--- src/hw/rcs_params.svh ---
// constants for the reset cause and power sequencing block
`ifndef RCS_PARAMS_SVH
`define RCS_PARAMS_SVH

// ----------------------------------------------------------------
// register map
// ----------------------------------------------------------------
`define RCS_ADDR_STATUS      16'h0740
`define RCS_ADDR_IRQ_STATUS  16'h0760
`define RCS_ADDR_IRQ_MASK    16'h0762

// ----------------------------------------------------------------
// field positions of the cause register
// ----------------------------------------------------------------
`define RCS_BIT_TRAP         15
`define RCS_BIT_ILLEGAL      14
`define RCS_BIT_CFG_MISMATCH 9
`define RCS_BIT_REG_SLEEP    8
`define RCS_BIT_PIN_RESET    7
`define RCS_BIT_SW_RESET     6
`define RCS_BIT_WDT_SOFT     5
`define RCS_BIT_WDT_TIMEOUT  4
`define RCS_BIT_SLEEP_WAKE   3
`define RCS_BIT_IDLE_WAKE    2
`define RCS_BIT_BROWNOUT     1
`define RCS_BIT_POWER_ON     0

// ----------------------------------------------------------------
// masks and reset values
// ----------------------------------------------------------------
`define RCS_STATUS_IMPL      16'hC3FF
`define RCS_FLAG_MASK        16'hC2DF
`define RCS_STATUS_POR_VALUE 16'h0003
`define RCS_ZERO16           16'h0000

// ----------------------------------------------------------------
// timing
// ----------------------------------------------------------------
`define RCS_CLK_MHZ          50
`define RCS_POR_DELAY_NS     10000
`define RCS_POR_DELAY_CYC    ((`RCS_POR_DELAY_NS * `RCS_CLK_MHZ + 999) / 1000)
`define RCS_BOR_DELAY_US     100
`define RCS_PWRT_UNIT_MS     2
`define RCS_EVT_HOLD_CYC     4

`endif

--- src/hw/rcs_pkg.sv ---
// types shared by the reset cause and power sequencing block
package rcs_pkg;

    // ----------------------------------------------------------------
    // register port request
    // ----------------------------------------------------------------
    typedef struct packed {
        logic [15:0] addr;
        logic [15:0] wdata;
        logic        wr;
        logic        rd;
    } rcs_bus_req_t;

    // ----------------------------------------------------------------
    // one-cycle cause pulses from the core
    // ----------------------------------------------------------------
    typedef struct packed {
        logic trap_conflict;
        logic illegal_op;
        logic config_mismatch;
        logic sw_reset;
        logic watchdog_timeout;
        logic sleep_wake;
        logic idle_wake;
    } rcs_cause_evt_t;

    // ----------------------------------------------------------------
    // power and reset sequencer
    // ----------------------------------------------------------------
    typedef enum logic [2:0] {
        ST_SUPPLY    = 3'b000,
        ST_POR_DELAY = 3'b001,
        ST_RUN       = 3'b010,
        ST_BOR_WAIT  = 3'b011,
        ST_BOR_DELAY = 3'b100,
        ST_PWRT      = 3'b101,
        ST_PIN_HOLD  = 3'b110,
        ST_EVT_HOLD  = 3'b111
    } rcs_state_t;

endpackage

--- src/hw/rcs_reset_cause.sv ---
// reset cause register, watchdog enable and power-on hold-off sequencer
//
// Notes on behaviour
// - trap conflict reset sets bit 15, otherwise only a software write sets it
// - illegal opcode, address mode or uninitialised pointer reset sets bit 14
// - bits 13 to 10 always read as zero
// - configuration mismatch reset sets bit 9
// - bit 8 one keeps regulator active in sleep, zero lets it stand by
// - master clear pin reset sets bit 7
// - reset instruction sets bit 6
// - bit 5 one enables the watchdog, zero disables it
// - fuse at one keeps the watchdog enabled whatever bit 5 says
// - watchdog time-out sets bit 4
// - having been in sleep sets bit 3
// - having been in idle sets bit 2
// - software may write each flag either way; setting one causes no reset
// - power-on reset sets bit 0
// - hold in reset until supply good, then a fixed power-on delay
// - the register's reset value depends on the kind of reset
// - brown-out reset sets bit 1
// - after brown-out hold until supply back, brown-out delay, then power-up delay
//
// Added by the designer: the address-and-strobe port.
`timescale 1ns/100ps
`default_nettype none
`include "rcs_params.svh"

module rcs_reset_cause #(
    parameter int BOR_DELAY_CYC = `RCS_BOR_DELAY_US * `RCS_CLK_MHZ,
    parameter int PWRT_UNIT_CYC = `RCS_PWRT_UNIT_MS * 1000 * `RCS_CLK_MHZ
) (
    // clock and power-on reset
    input  wire logic                   mclk,
    input  wire logic                   reset,
    // register port
    input  wire rcs_pkg::rcs_bus_req_t  bus_req,
    output logic [15:0]                 rd_data,
    // cause pulses from the core
    input  wire rcs_pkg::rcs_cause_evt_t cause_evt,
    // pins and analog comparators
    input  wire logic                   master_clear_pin_n,
    input  wire logic                   supply_good,
    input  wire logic                   brownout_detect,
    // configuration fuses
    input  wire logic                   watchdog_fuse_enable,
    input  wire logic [2:0]             powerup_timer_select,
    // controls out
    output logic                        device_reset_hold,
    output logic                        watchdog_enable,
    output logic                        regulator_sleep_active,
    output logic                        irq
);

    // ----------------------------------------------------------------
    // helpers
    // ----------------------------------------------------------------
    function automatic logic hit(input logic [15:0] a, input logic [15:0] b);
        hit = (a == b);
    endfunction

    function automatic logic [23:0] pwrt_cycles(input logic [2:0] sel);
        // setting zero means no power-up delay at all
        if (sel == 3'h0)
            pwrt_cycles = 24'h000000;
        else
            pwrt_cycles = 24'(PWRT_UNIT_CYC) << (sel - 3'h1);
    endfunction

    // ----------------------------------------------------------------
    // pin synchronisers
    // ----------------------------------------------------------------
    logic [2:0] sync_meta;
    logic [2:0] sync_out;
    logic       pin_low_s;
    logic       supply_good_s;
    logic       brownout_s;

    always_ff @(posedge mclk)
    begin
        if (reset)
        begin
            sync_meta <= 3'h4;
            sync_out  <= 3'h4;
        end
        else
        begin
            sync_meta <= {master_clear_pin_n, supply_good, brownout_detect};
            sync_out  <= sync_meta;
        end
    end

    assign pin_low_s     = ~sync_out[2];
    assign supply_good_s = sync_out[1];
    assign brownout_s    = sync_out[0];

    // ----------------------------------------------------------------
    // register port decode
    // ----------------------------------------------------------------
    logic        wr_status;
    logic        wr_irq_status;
    logic        wr_irq_mask;
    logic [15:0] status;
    logic [15:0] irq_status;
    logic [15:0] irq_mask;
    logic [15:0] cause_set;
    logic [15:0] next_status;

    assign wr_status     = bus_req.wr && hit(bus_req.addr, `RCS_ADDR_STATUS);
    assign wr_irq_status = bus_req.wr && hit(bus_req.addr, `RCS_ADDR_IRQ_STATUS);
    assign wr_irq_mask   = bus_req.wr && hit(bus_req.addr, `RCS_ADDR_IRQ_MASK);

    // ----------------------------------------------------------------
    // sequencer
    // ----------------------------------------------------------------
    rcs_pkg::rcs_state_t state;
    rcs_pkg::rcs_state_t next_state;
    logic [23:0]         delay_count;
    logic [23:0]         next_delay;
    logic                core_reset_req;
    logic                wdt_trip;

    assign wdt_trip       = cause_evt.watchdog_timeout && watchdog_enable;
    assign core_reset_req = cause_evt.trap_conflict || cause_evt.illegal_op
                          || cause_evt.config_mismatch || cause_evt.sw_reset || wdt_trip;

    always_comb
    begin
        next_state = state;
        next_delay = (delay_count != 24'h000000) ? delay_count - 24'h000001 : delay_count;
        case (state)
            rcs_pkg::ST_SUPPLY:
                if (supply_good_s)
                begin
                    next_state = rcs_pkg::ST_POR_DELAY;
                    next_delay = 24'(`RCS_POR_DELAY_CYC);
                end
            rcs_pkg::ST_POR_DELAY:
                if (delay_count == 24'h000000)
                    next_state = rcs_pkg::ST_RUN;
            rcs_pkg::ST_RUN:
                if (brownout_s)
                    next_state = rcs_pkg::ST_BOR_WAIT;
                else if (pin_low_s)
                    next_state = rcs_pkg::ST_PIN_HOLD;
                else if (core_reset_req)
                begin
                    next_state = rcs_pkg::ST_EVT_HOLD;
                    next_delay = 24'(`RCS_EVT_HOLD_CYC);
                end
            rcs_pkg::ST_BOR_WAIT:
                if (!brownout_s)
                begin
                    next_state = rcs_pkg::ST_BOR_DELAY;
                    next_delay = 24'(BOR_DELAY_CYC);
                end
            rcs_pkg::ST_BOR_DELAY:
                if (brownout_s)
                    next_state = rcs_pkg::ST_BOR_WAIT;
                else if (delay_count == 24'h000000)
                begin
                    next_state = rcs_pkg::ST_PWRT;
                    next_delay = pwrt_cycles(powerup_timer_select);
                end
            rcs_pkg::ST_PWRT:
                if (brownout_s)
                    next_state = rcs_pkg::ST_BOR_WAIT;
                else if (delay_count == 24'h000000)
                    next_state = rcs_pkg::ST_RUN;
            rcs_pkg::ST_PIN_HOLD:
                if (brownout_s)
                    next_state = rcs_pkg::ST_BOR_WAIT;
                else if (!pin_low_s)
                begin
                    next_state = rcs_pkg::ST_EVT_HOLD;
                    next_delay = 24'(`RCS_EVT_HOLD_CYC);
                end
            rcs_pkg::ST_EVT_HOLD:
                if (brownout_s)
                    next_state = rcs_pkg::ST_BOR_WAIT;
                else if (delay_count == 24'h000000)
                    next_state = rcs_pkg::ST_RUN;
            default:
                next_state = rcs_pkg::ST_SUPPLY;
        endcase
    end

    // the reset hold is registered so the core sees a clean level
    always_ff @(posedge mclk)
    begin
        if (reset)
        begin
            state             <= rcs_pkg::ST_SUPPLY;
            delay_count       <= 24'h000000;
            device_reset_hold <= 1'b1;
        end
        else
        begin
            state             <= next_state;
            delay_count       <= next_delay;
            device_reset_hold <= (next_state != rcs_pkg::ST_RUN);
        end
    end

    // ----------------------------------------------------------------
    // cause register
    // ----------------------------------------------------------------
    always_comb
    begin
        cause_set                        = `RCS_ZERO16;
        cause_set[`RCS_BIT_TRAP]         = cause_evt.trap_conflict;
        cause_set[`RCS_BIT_ILLEGAL]      = cause_evt.illegal_op;
        cause_set[`RCS_BIT_CFG_MISMATCH] = cause_evt.config_mismatch;
        cause_set[`RCS_BIT_PIN_RESET]    = pin_low_s;
        cause_set[`RCS_BIT_SW_RESET]     = cause_evt.sw_reset;
        cause_set[`RCS_BIT_WDT_TIMEOUT]  = wdt_trip;
        cause_set[`RCS_BIT_SLEEP_WAKE]   = cause_evt.sleep_wake;
        cause_set[`RCS_BIT_IDLE_WAKE]    = cause_evt.idle_wake;
        cause_set[`RCS_BIT_BROWNOUT]     = brownout_s;
    end

    always_comb
    begin
        // a write may set or clear any flag; a hardware cause in the same cycle wins
        if (wr_status)
            next_status = (bus_req.wdata & `RCS_STATUS_IMPL) | cause_set;
        else
            next_status = status | cause_set;
    end

    // only power-on reloads the register, with 16'h0003; other resets just add their flag
    always_ff @(posedge mclk)
    begin
        if (reset)
            status <= `RCS_STATUS_POR_VALUE;
        else
            status <= next_status & `RCS_STATUS_IMPL;
    end

    always_ff @(posedge mclk)
    begin
        if (reset)
        begin
            watchdog_enable        <= 1'b0;
            regulator_sleep_active <= 1'b0;
        end
        else
        begin
            watchdog_enable        <= watchdog_fuse_enable
                                    || next_status[`RCS_BIT_WDT_SOFT];
            regulator_sleep_active <= next_status[`RCS_BIT_REG_SLEEP];
        end
    end

    // ----------------------------------------------------------------
    // interrupt status and mask
    // ----------------------------------------------------------------
    always_ff @(posedge mclk)
    begin
        if (reset)
            irq_status <= `RCS_ZERO16;
        else if (wr_irq_status)
            irq_status <= (irq_status & ~bus_req.wdata) | cause_set;
        else
            irq_status <= irq_status | cause_set;
    end

    always_ff @(posedge mclk)
    begin
        if (reset)
            irq_mask <= `RCS_ZERO16;
        else if (wr_irq_mask)
            irq_mask <= bus_req.wdata & `RCS_FLAG_MASK;
    end

    assign irq = |(irq_status & irq_mask & `RCS_FLAG_MASK);

    // ----------------------------------------------------------------
    // read port
    // ----------------------------------------------------------------
    always_ff @(posedge mclk)
    begin
        if (reset)
            rd_data <= `RCS_ZERO16;
        else if (!bus_req.rd)
            rd_data <= `RCS_ZERO16;
        else if (hit(bus_req.addr, `RCS_ADDR_STATUS))
            rd_data <= status & `RCS_STATUS_IMPL;
        else if (hit(bus_req.addr, `RCS_ADDR_IRQ_STATUS))
            rd_data <= irq_status & `RCS_FLAG_MASK;
        else if (hit(bus_req.addr, `RCS_ADDR_IRQ_MASK))
            rd_data <= irq_mask;
        else
            rd_data <= `RCS_ZERO16;
    end
endmodule

`default_nettype wire

--- config.mk ---
export PLATFORM = sky130hd
export DESIGN_NAME = rcs_reset_cause
export DESIGN_NICKNAME = d
export VERILOG_FILES = /design/src/hw/rcs_pkg.sv /design/src/hw/rcs_reset_cause.sv
export VERILOG_INCLUDE_DIRS = /design/src /design/src/hw
export SDC_FILE = /design/constraint.sdc
export NUM_CORES = 1
export LEC_CHECK = 0
export ABC_AREA = 0
export BUFFER_PORTS_ARGS = -buffer_cell sky130_fd_sc_hd__clkbuf_2
export CELL_PAD_IN_SITES_DETAIL_PLACEMENT = 0
export CELL_PAD_IN_SITES_GLOBAL_PLACEMENT = 1
export CORE_UTILIZATION = 42
export DETAILED_ROUTE_END_ITERATION = 10
export GPL_ROUTABILITY_DRIVEN = 0
export PLACE_DENSITY_LB_ADDON = 0.2
export SYNTH_ARGS = -nofsm -noshare
export SYNTH_HDL_FRONTEND = slang
export SYNTH_SLANG_ARGS = --single-unit
--- constraint.sdc ---
create_clock -name mclk -period 2.7 [get_ports mclk]
set_clock_uncertainty 0.15 [all_clocks]
set_input_delay 0.54 -clock mclk [delete_from_list [all_inputs] [get_ports mclk]]
set_output_delay 0.54 -clock mclk [all_outputs]
set_load 0.05 [all_outputs]
# Word-level counts from Yosys, hierarchy flattened
# Index checks and enable logic that the tools add are counted.
# word_totals
elab_cells	80
mem_bits_ro	0
ram_bits	0
mem_count	0
reg_bits	90
latchBits	0
out_inout_bits	20
# classes
n_mux	29
multipliers	0
addsub	2
eq_ne	11
n_reduce_logical	16
shift	1
n_lt_le_gt_ge	0
div	0
n_bitwise	9
# op_table
operator	n
24-bit two-way mux	11
24-bit case mux with 5 select lines	1
16-bit two-way mux	5
16-bit OR	4
16-bit by 11-bit == test with 1-bit output, second input constant	3
3-bit two-way mux	11
16-bit AND	2
24-bit zero test	1
24-bit nonzero test	1
17-bit by 3-bit left shift with 24-bit output, first input constant	1
24-bit by 1-bit subtractor with 24-bit output, second input constant	1
3-bit case mux with 7 select lines	1
16-bit NOT	1
3-bit == test, second input constant	4
10-bit OR reduction	1
3-bit by 2-bit == test with 1-bit output, second input constant	2
3-bit zero test	2
1-bit logical OR	5
1-bit logical AND	4
2-bit OR reduction	2
3-bit by 1-bit == test with 1-bit output, second input constant	1
3-bit by 2-bit inequality test with 1-bit output, second input constant	1
3-bit by 1-bit subtractor with 3-bit output, second input constant	1
1-bit NOT	2

# Depth between registers and ports, before layout
# Gate-level depths: netlist of the first run.
# logic_depth
ltp_word	9
depth_mapped	10
ltp_nobuf	10

# Worst setup path before layout of the first run
# OpenSTA, ideal clock, no wires.
# synth_timing
path_kind	input port to flip-flop
start	input powerup_timer_select[0]
end	register delay_count[7]
stages	8
setup_slack_ns	0.419
path_buffers	1
setup_ns	0.128
arrival_time_ns	2.004
required_ns	2.422
path_cell_list	clkbuf_1 > inv_1 > ha_1 > inv_1 > o21ai_0 > nor3_4 > a221oi_1 > nor2_1
# synth_between
elab_chain_len	6
word_cells_on_any_way	7
# synth_rtl
item	line_no	source
from (decl)	rcs_reset_cause.sv:46	input wire logic [2:0] powerup_timer_select,
3-bit by 1-bit subtractor with 3-bit output	rcs_reset_cause.sv:66	pwrt_cycles = 24'(PWRT_UNIT_CYC) << (sel - 3'h1);
17-bit by 3-bit left shift with 24-bit output	rcs_reset_cause.sv:66	
24-bit two-way mux (*)	rcs_reset_cause.sv:63	if (sel == 3'h0)
24-bit two-way mux (*)	rcs_reset_cause.sv:159	else if (delay_count == 24'h000000)
24-bit two-way mux (*)	rcs_reset_cause.sv:157	if (brownout_s)
24-bit case mux with 5 select lines (*)	rcs_reset_cause.sv:130	case (state)
to (signal assigned)	rcs_reset_cause.sv:199	delay_count <= next_delay;
to (decl)	rcs_reset_cause.sv:117	logic [23:0] delay_count;
# Mark *: on every way between the ends. The rest lies on a longest branch, timed or not.
# A chain may end at the register's enable or synchronous reset.

# Worst setup path after layout of the first run
# layout_timing
start	register delay_count[0]
end	register delay_count[13]
# layout_between
elab_chain_len	6
word_cells_on_any_way	14
# layout_rtl
item	line_no	source
24-bit by 1-bit subtractor with 24-bit output or 24-bit nonzero test (tied branches)	rcs_reset_cause.sv:129	next_delay = (delay_count != 24'h000000) ? delay_count - 24'h000001 : delay_count;
24-bit two-way mux	rcs_reset_cause.sv:129	
24-bit two-way mux	rcs_reset_cause.sv:145	else if (core_reset_req)
24-bit two-way mux	rcs_reset_cause.sv:143	else if (pin_low_s)
24-bit two-way mux	rcs_reset_cause.sv:141	if (brownout_s)
24-bit case mux with 5 select lines (*)	rcs_reset_cause.sv:130	
# Marked as above.

==> results of run 1 <==
==> logic make-up after synthesis <==
group                      share of synthesized area (%)
xor gates and xnor gates                            4.36
DFF                                                 39.4
adders and majority gates                           3.11
AOI/OAI and AO/OA                                   19.8
buffers and inverters                               4.92
other                                             0.0933
muxes                                               2.06
and+or+nand+nor                                     26.3
==> cell type report <==
cell class	instances	share of cell area, %
clock inverter	3	0.903
clock buffer	12	3.29
timing repair buffer	80	9.51
sequential	79	33.6
tap	129	3.43
inverter	16	1.33
multi-input combinational	337	48.0
==> where the power goes <==
part	switching, µW	internal (µW)	total [µW]
clock network	419	472	891
registers	251	1350	1600
logic	1150	894	2050
total	1820	2710	4540
==> worst reg2reg max path, stage by stage (launching register included) <==
cell and delay (ns):
dfxtp_1 0.31, inv_1 0.08, ha_1 0.19, nor3b_1 0.37
nand2_2 0.26, o31ai_4 0.32, a31oi_1 0.17, buf_4 0.22
a22o_1 0.22
==> Yosys cell counts, drive strengths merged, types with 6 or more instances <==
cell    count
nand2      49
xor2       11
dfxtp      79
a21oi      37
xnor2       9
a31oi      13
a222oi     10
o21ai      15
nor3b       6
ha         10
mux2i       6
clkbuf     17
a22o        7
nand3      26
nor2       40
buf        13
nor3       10
nor4       12
a22oi       7
inv        16
==> sequential cells by signal, indices dropped and copies added (netlist names) <==
signal and cells:
delay_count 24, device_reset_hold 1, irq_mask 10, irq_status 10, rd_data 12, state 3, status 12, sync_meta 3
sync_out 3, watchdog_enable 1
==> per-stage QoR <==
step	hold slack (ns)	utilization (%)	std cells	area (µm²)
after floorplan	0.239	-	462	4030
after global placement	0.244	48.8	641	4510
after detailed placement	0.254	48.8	641	4510
after CTS	0.212	51.0	656	4710
after global routing	0.212	51.0	656	4710
final	0.228	51.0	656	4710
==> worst min-delay path by stage <==
stage	slack [ns]	endpoint
5_1_grt	0.21	sync_meta[2]
3_5_place_dp	0.25	sync_out[2]
2_1_floorplan	0.24	sync_out[2]
3_3_place_gp	0.24	sync_out[2]
6_report	0.23	sync_meta[2]
4_1_cts	0.21	sync_meta[2]
==> per-layer routing <==
metal / share of wire, % / up-vias
met5: 0 / -
met2: 47 / 82
li1: - / 1787
met1: 48 / 1682
met3: 4.6 / 8
met4: 0.99 / 0
==> results.yml, run 1 <==
run_status:
  status: "finished clean"
logic_synthesis:
  syn_area_um2: 4020
  synth_cells: 459
  synth-edff-count: 0
  ys_ff_latch: 79
  yosysTopAreaCell: "dfxtp_1"
  synth.area.top_cells: "dfxtp_1 (39%), a21oi_1 (4.6%), nand2_1 (4.4%)"
  synth_top_area_share_pct: 39.4
  yosysSeqAreaShare_pct: 39.4
  synthDistinctLibCells: 66
  syn_avg_cell_area_um2: 8.75
  synthFlopType: "dfxtp_1"
  async_reset_ff_share_pct: 0
  yosysWarnings: 0
worst_hold_path:
  hold_path_depth: 2
  min_path_type: "input pin to register"
  holdCritStartpoint: "master_clear_pin_n"
critical_path:
  cpPeakStageDelay_ns: 0.37
  required_ns: 2.79
  arrival_ns: 2.48
  rrSetupSlack_ns: 0.31
  r2r_cells: 8
  crit_type: "register to register"
  start_kind: "register"
  endpoint: "delay_count[13]"
  path_cells: "inv_1 > ha_1 > nor3b_1 > nand2_2 > o31ai_4 > a31oi_1 > buf_4 > a22o_1"
  cp.depth: 8
  r2r-start: "delay_count[0]"
  critPathTopFamily: "compound AO/OA/AOI/OAI gates"
  cp_max_fo: 10
  cp-end-kind: "register"
  cp.buffers_inverters: 2
  cp_slowest_cell: "nor3b_1"
  r2r-end: "delay_count[13]"
  startpoint: "delay_count[0]"
sta:
  fin_crit_sh_pct: 88.6
  finalWorstSetupSlack_ns: 0.308
  timing_max_transition_violations_final: 0
  setup_viol: 0
  fmax_ghz: 0.418
  rsz0062_at_grt: "no"
  tightest_slew_ns: 0.729
  setup_tns_ns: 0
  slew_headroom_pct: 50.9
  period_needed_ns: 2.39
  hold_viol_final: 0
layout:
  multi_input_area_um2: 2260
  fillCellCount: 918
  layout_common_cells: "dfxtp_1 (79), clkbuf_2 (61), nand2_1 (47)"
  final_common_cell: "dfxtp_1"
  drive_above_1_share_pct: 24.3
  layout.nets: 583
  syn_to_final_growth_pct: 17.3
  antenna_cells: 0
  ff_latch_area_um2: 1580
die:
  num_rows: 35
  die_x_um: 99.8
  initial_utilization_pct: 43.5
  die-area_um2: 9960
  die_height_um: 99.8
  io_pins: 70
  core_area_um2: 9240
grt:
  antenna_found_initial: 0
  met1_usage_pct: 29.3
  overflow: 0
  grt_max_degree: 30
  grt_pass1_vias: 3387
  use_met3_pct: 5.08
  top_usage_layer: "met2"
  grt_usage_pct: 21.5
  met2_usage_pct: 33.7
  grt_pass1_wl_um: 16700
clocking:
  cts_root_buf: "clkbuf_8"
  clk_pin_slew_worst_paths_ns: 0.08
  cts_buffers: 9
  cts_buffer_depth: 2
  htreeDepth: 3
  cts_resized: 0
  cts_hold_buf: 0
  clk-insertion-delay-late_ns: 0.35
  cts_tree: "yes"
  cts_sinks: 79
  post-cts-setup-buffers: 0
run:
  max_cap_violations: 0
routing:
  wl_um: 10100
  post_drt_via_cell_ratio: 5.43
  drtIter0Drc: 250
  drc: 0
  routedWlPerCell_um: 15.3
  final_antenna_net_count: 0
  drtPass1Iterations: 7
  vias: 3559
power:
  power_density_nw_per_um2: 963
  p_leak_uw: 0.00198
  peakVddDrop_mv: 0.515
  power_uw: 4540
placed_design:
  port_buffers: 61
  hpwl_um: 7210
  post-place-ws_ns: 0.192
Note: power is estimated with default switching activity, not from simulation.
==> run 2, diff against run 1 <==
- ABC_AREA: 0 -> 1
- CORE_UTILIZATION: 42 -> 41
==> results.yml, run 2 <==
run_status:
  status: "finished clean"
routing:
  vias: 4472
  drc: 0
  drtIter0Drc: 174
  final_antenna_net_count: 0
  post_drt_via_cell_ratio: 5.02
  routedWlPerCell_um: 14.1
  drtPass1Iterations: 5
  wl_um: 12600
clocking:
  htreeDepth: 3
  post-cts-setup-buffers: 0
  clk_pin_slew_worst_paths_ns: 0.06
  cts_root_buf: "clkbuf_16"
  cts_buffers: 9
  cts_tree: "yes"
  cts_resized: 0
  cts_hold_buf: 0
  clk-insertion-delay-late_ns: 0.34
  cts_buffer_depth: 2
  cts_sinks: 79
power:
  peakVddDrop_mv: 0.722
  power_density_nw_per_um2: 1090
  p_leak_uw: 0.00265
critical_path:
  start_kind: "register"
  crit_type: "register to primary output"
  required_ns: 2.01
  cp_slowest_cell: "a221oi_1"
  cp_max_fo: 3
  rrSetupSlack_ns: 0.51
  path_cells: "inv_1 > o22ai_1 > a221oi_1 > o2111ai_1 > clkbuf_2"
  arrival_ns: 1.65
  r2r_cells: 11
  cpPeakStageDelay_ns: 0.35
  r2r-end: "delay_count[6]"
  cp-end-kind: "primary output"
  r2r-start: "delay_count[0]"
sta:
  setup_tns_ns: 0
  hold_viol_final: 0
  period_needed_ns: 2.34
  timing_max_transition_violations_final: 0
  fmax_ghz: 0.428
  rsz0062_at_grt: "no"
  finalWorstSetupSlack_ns: 0.362
  fin_crit_sh_pct: 86.6
  slew_headroom_pct: 51.5
  setup_viol: 0
  tightest_slew_ns: 0.727
logic_synthesis:
  synth-edff-count: 0
  yosysSeqAreaShare_pct: 33.8
  synth_cells: 684
  synth.top_cells.by_count: "nand2_1 (133), nor2_1 (120), inv_1 (89)"
  synth_top_area_share_pct: 33.8
  synthDistinctLibCells: 45
  syn_avg_cell_area_um2: 6.84
  synthFlopType: "dfxtp_1"
  yosysWarnings: 0
  yosysMostFrequentCell: "nand2_1"
  async_reset_ff_share_pct: 0
  ys_ff_latch: 79
  yosysTopAreaCell: "dfxtp_1"
  syn_area_um2: 4680
  synth.area.top_cells: "dfxtp_1 (34%), nand2_1 (11%), nor2_1 (9.6%)"
die:
  io_pins: 70
  die_height_um: 109
  core_area_um2: 11000
  num_rows: 38
  die-area_um2: 11800
  die_x_um: 109
  initial_utilization_pct: 42.6
worst_hold_path:
  hold_end: "sync_meta[2]"
  holdCritStartpoint: "master_clear_pin_n"
  min_path_type: "input pin to register"
  hold_path_depth: 2
layout:
  reg_top3: "delay_count (24), rd_data (12), status (12)"
  ff_latch_area_um2: 1580
  layout_common_cells: "nand2_1 (133), nor2_1 (120), inv_1 (89)"
  layout.nets: 806
  multi_input_area_um2: 2610
  drive_above_1_share_pct: 17.5
  antenna_cells: 0
  final_common_cell: "nand2_1"
  fillCellCount: 1128
  syn_to_final_growth_pct: 15.3
  largest_reg_flops: 24
  regMostFlops: "delay_count"
grt:
  antenna_found_initial: 0
  grt_pass1_vias: 4295
  grt_usage_pct: 22.8
  grt_pass1_wl_um: 20600
  overflow: 0
  grt_max_degree: 61
placed_design:
  post-place-ws_ns: 0.385
  hpwl_um: 9330
  port_buffers: 61
run:
  max_cap_violations: 0
[run 2: worst max path at each step]
stage / endpoint / cells past startpoint / from / slack, ns
2_1_floorplan: delay_count[0] / 11 / delay_count[0] / 0.60
3_3_place_gp: delay_count[10] / 10 / powerup_timer_select[0] / 0.41
3_5_place_dp: delay_count[10] / 10 / powerup_timer_select[0] / 0.39
4_1_cts: irq / 5 / irq_mask[14] / 0.31
5_1_grt: irq / 5 / irq_mask[14] / 0.26
6_report: irq / 5 / irq_mask[15] / 0.36
[run 2: per-stage QoR]
step | hold WS (ns) | cells | util [%] | cell area, µm² | total power, µW
2_1_floorplan | 0.238 | 687 | - | 4690 | 4000
3_3_place_gp | 0.243 | 875 | 46.3 | 5080 | 4550
3_5_place_dp | 0.243 | 875 | 46.3 | 5080 | 4580
4_1_cts | 0.227 | 890 | 49.1 | 5400 | 5920
5_1_grt | 0.242 | 890 | 49.1 | 5400 | 6380
6_report | 0.235 | 890 | 49.1 | 5400 | 5890
[run 2: per-layer routing]
metal | global-route usage [%] | part of all wire [%]
met1 | 28.2 | 45
met2 | 40.5 | 49
met5 | 0 | 0
met4 | 8.11 | 1.3
met3 | 2.99 | 4.4
[run 2: cell type report]
cell class	count	share of cell area, %
Clock buffer	11	4.50
Clock inverter	4	1.30
Inverter	96	6.68
Multi-Input combinational cell	492	48.3
Sequential cell	79	29.3
Tap cell	140	3.25
Timing Repair Buffer	68	6.63
[run 2: cell families (layout without fill, tap and decap cells)]
| logic type | count (synthesis) | after routing | synth area share (%) |
|---|---|---|---|
| other cells | 1 | 4 | 0.0802 |
| flops | 79 | 79 | 33.8 |
| buf+inv | 116 | 179 | 10.7 |
| simple gates | 340 | 340 | 34.4 |
| xor+xnor | 12 | 12 | 2.25 |
| compound gates | 126 | 126 | 16.1 |
| fa+ha+maj | 10 | 10 | 2.67 |
[run 2: report_power, final]
| group | total (µW) | leakage, µW | switching [µW] | internal [µW] |
|---|---|---|---|---|
| sequential | 1560 | 0.000646 | 195 | 1360 |
| combinational | 3020 | 0.00185 | 2010 | 1010 |
| clock | 1310 | 0.000155 | 482 | 827 |
| total | 5890 | 0.00265 | 2690 | 3200 |
[run 2: worst max-delay path: cells and delay by family, from the launching register on]
kind	cells	cell delay [ns]
AOI/OAI and AO/OA	3	0.63
buffers and inverters	2	0.38
DFF	1	0.30
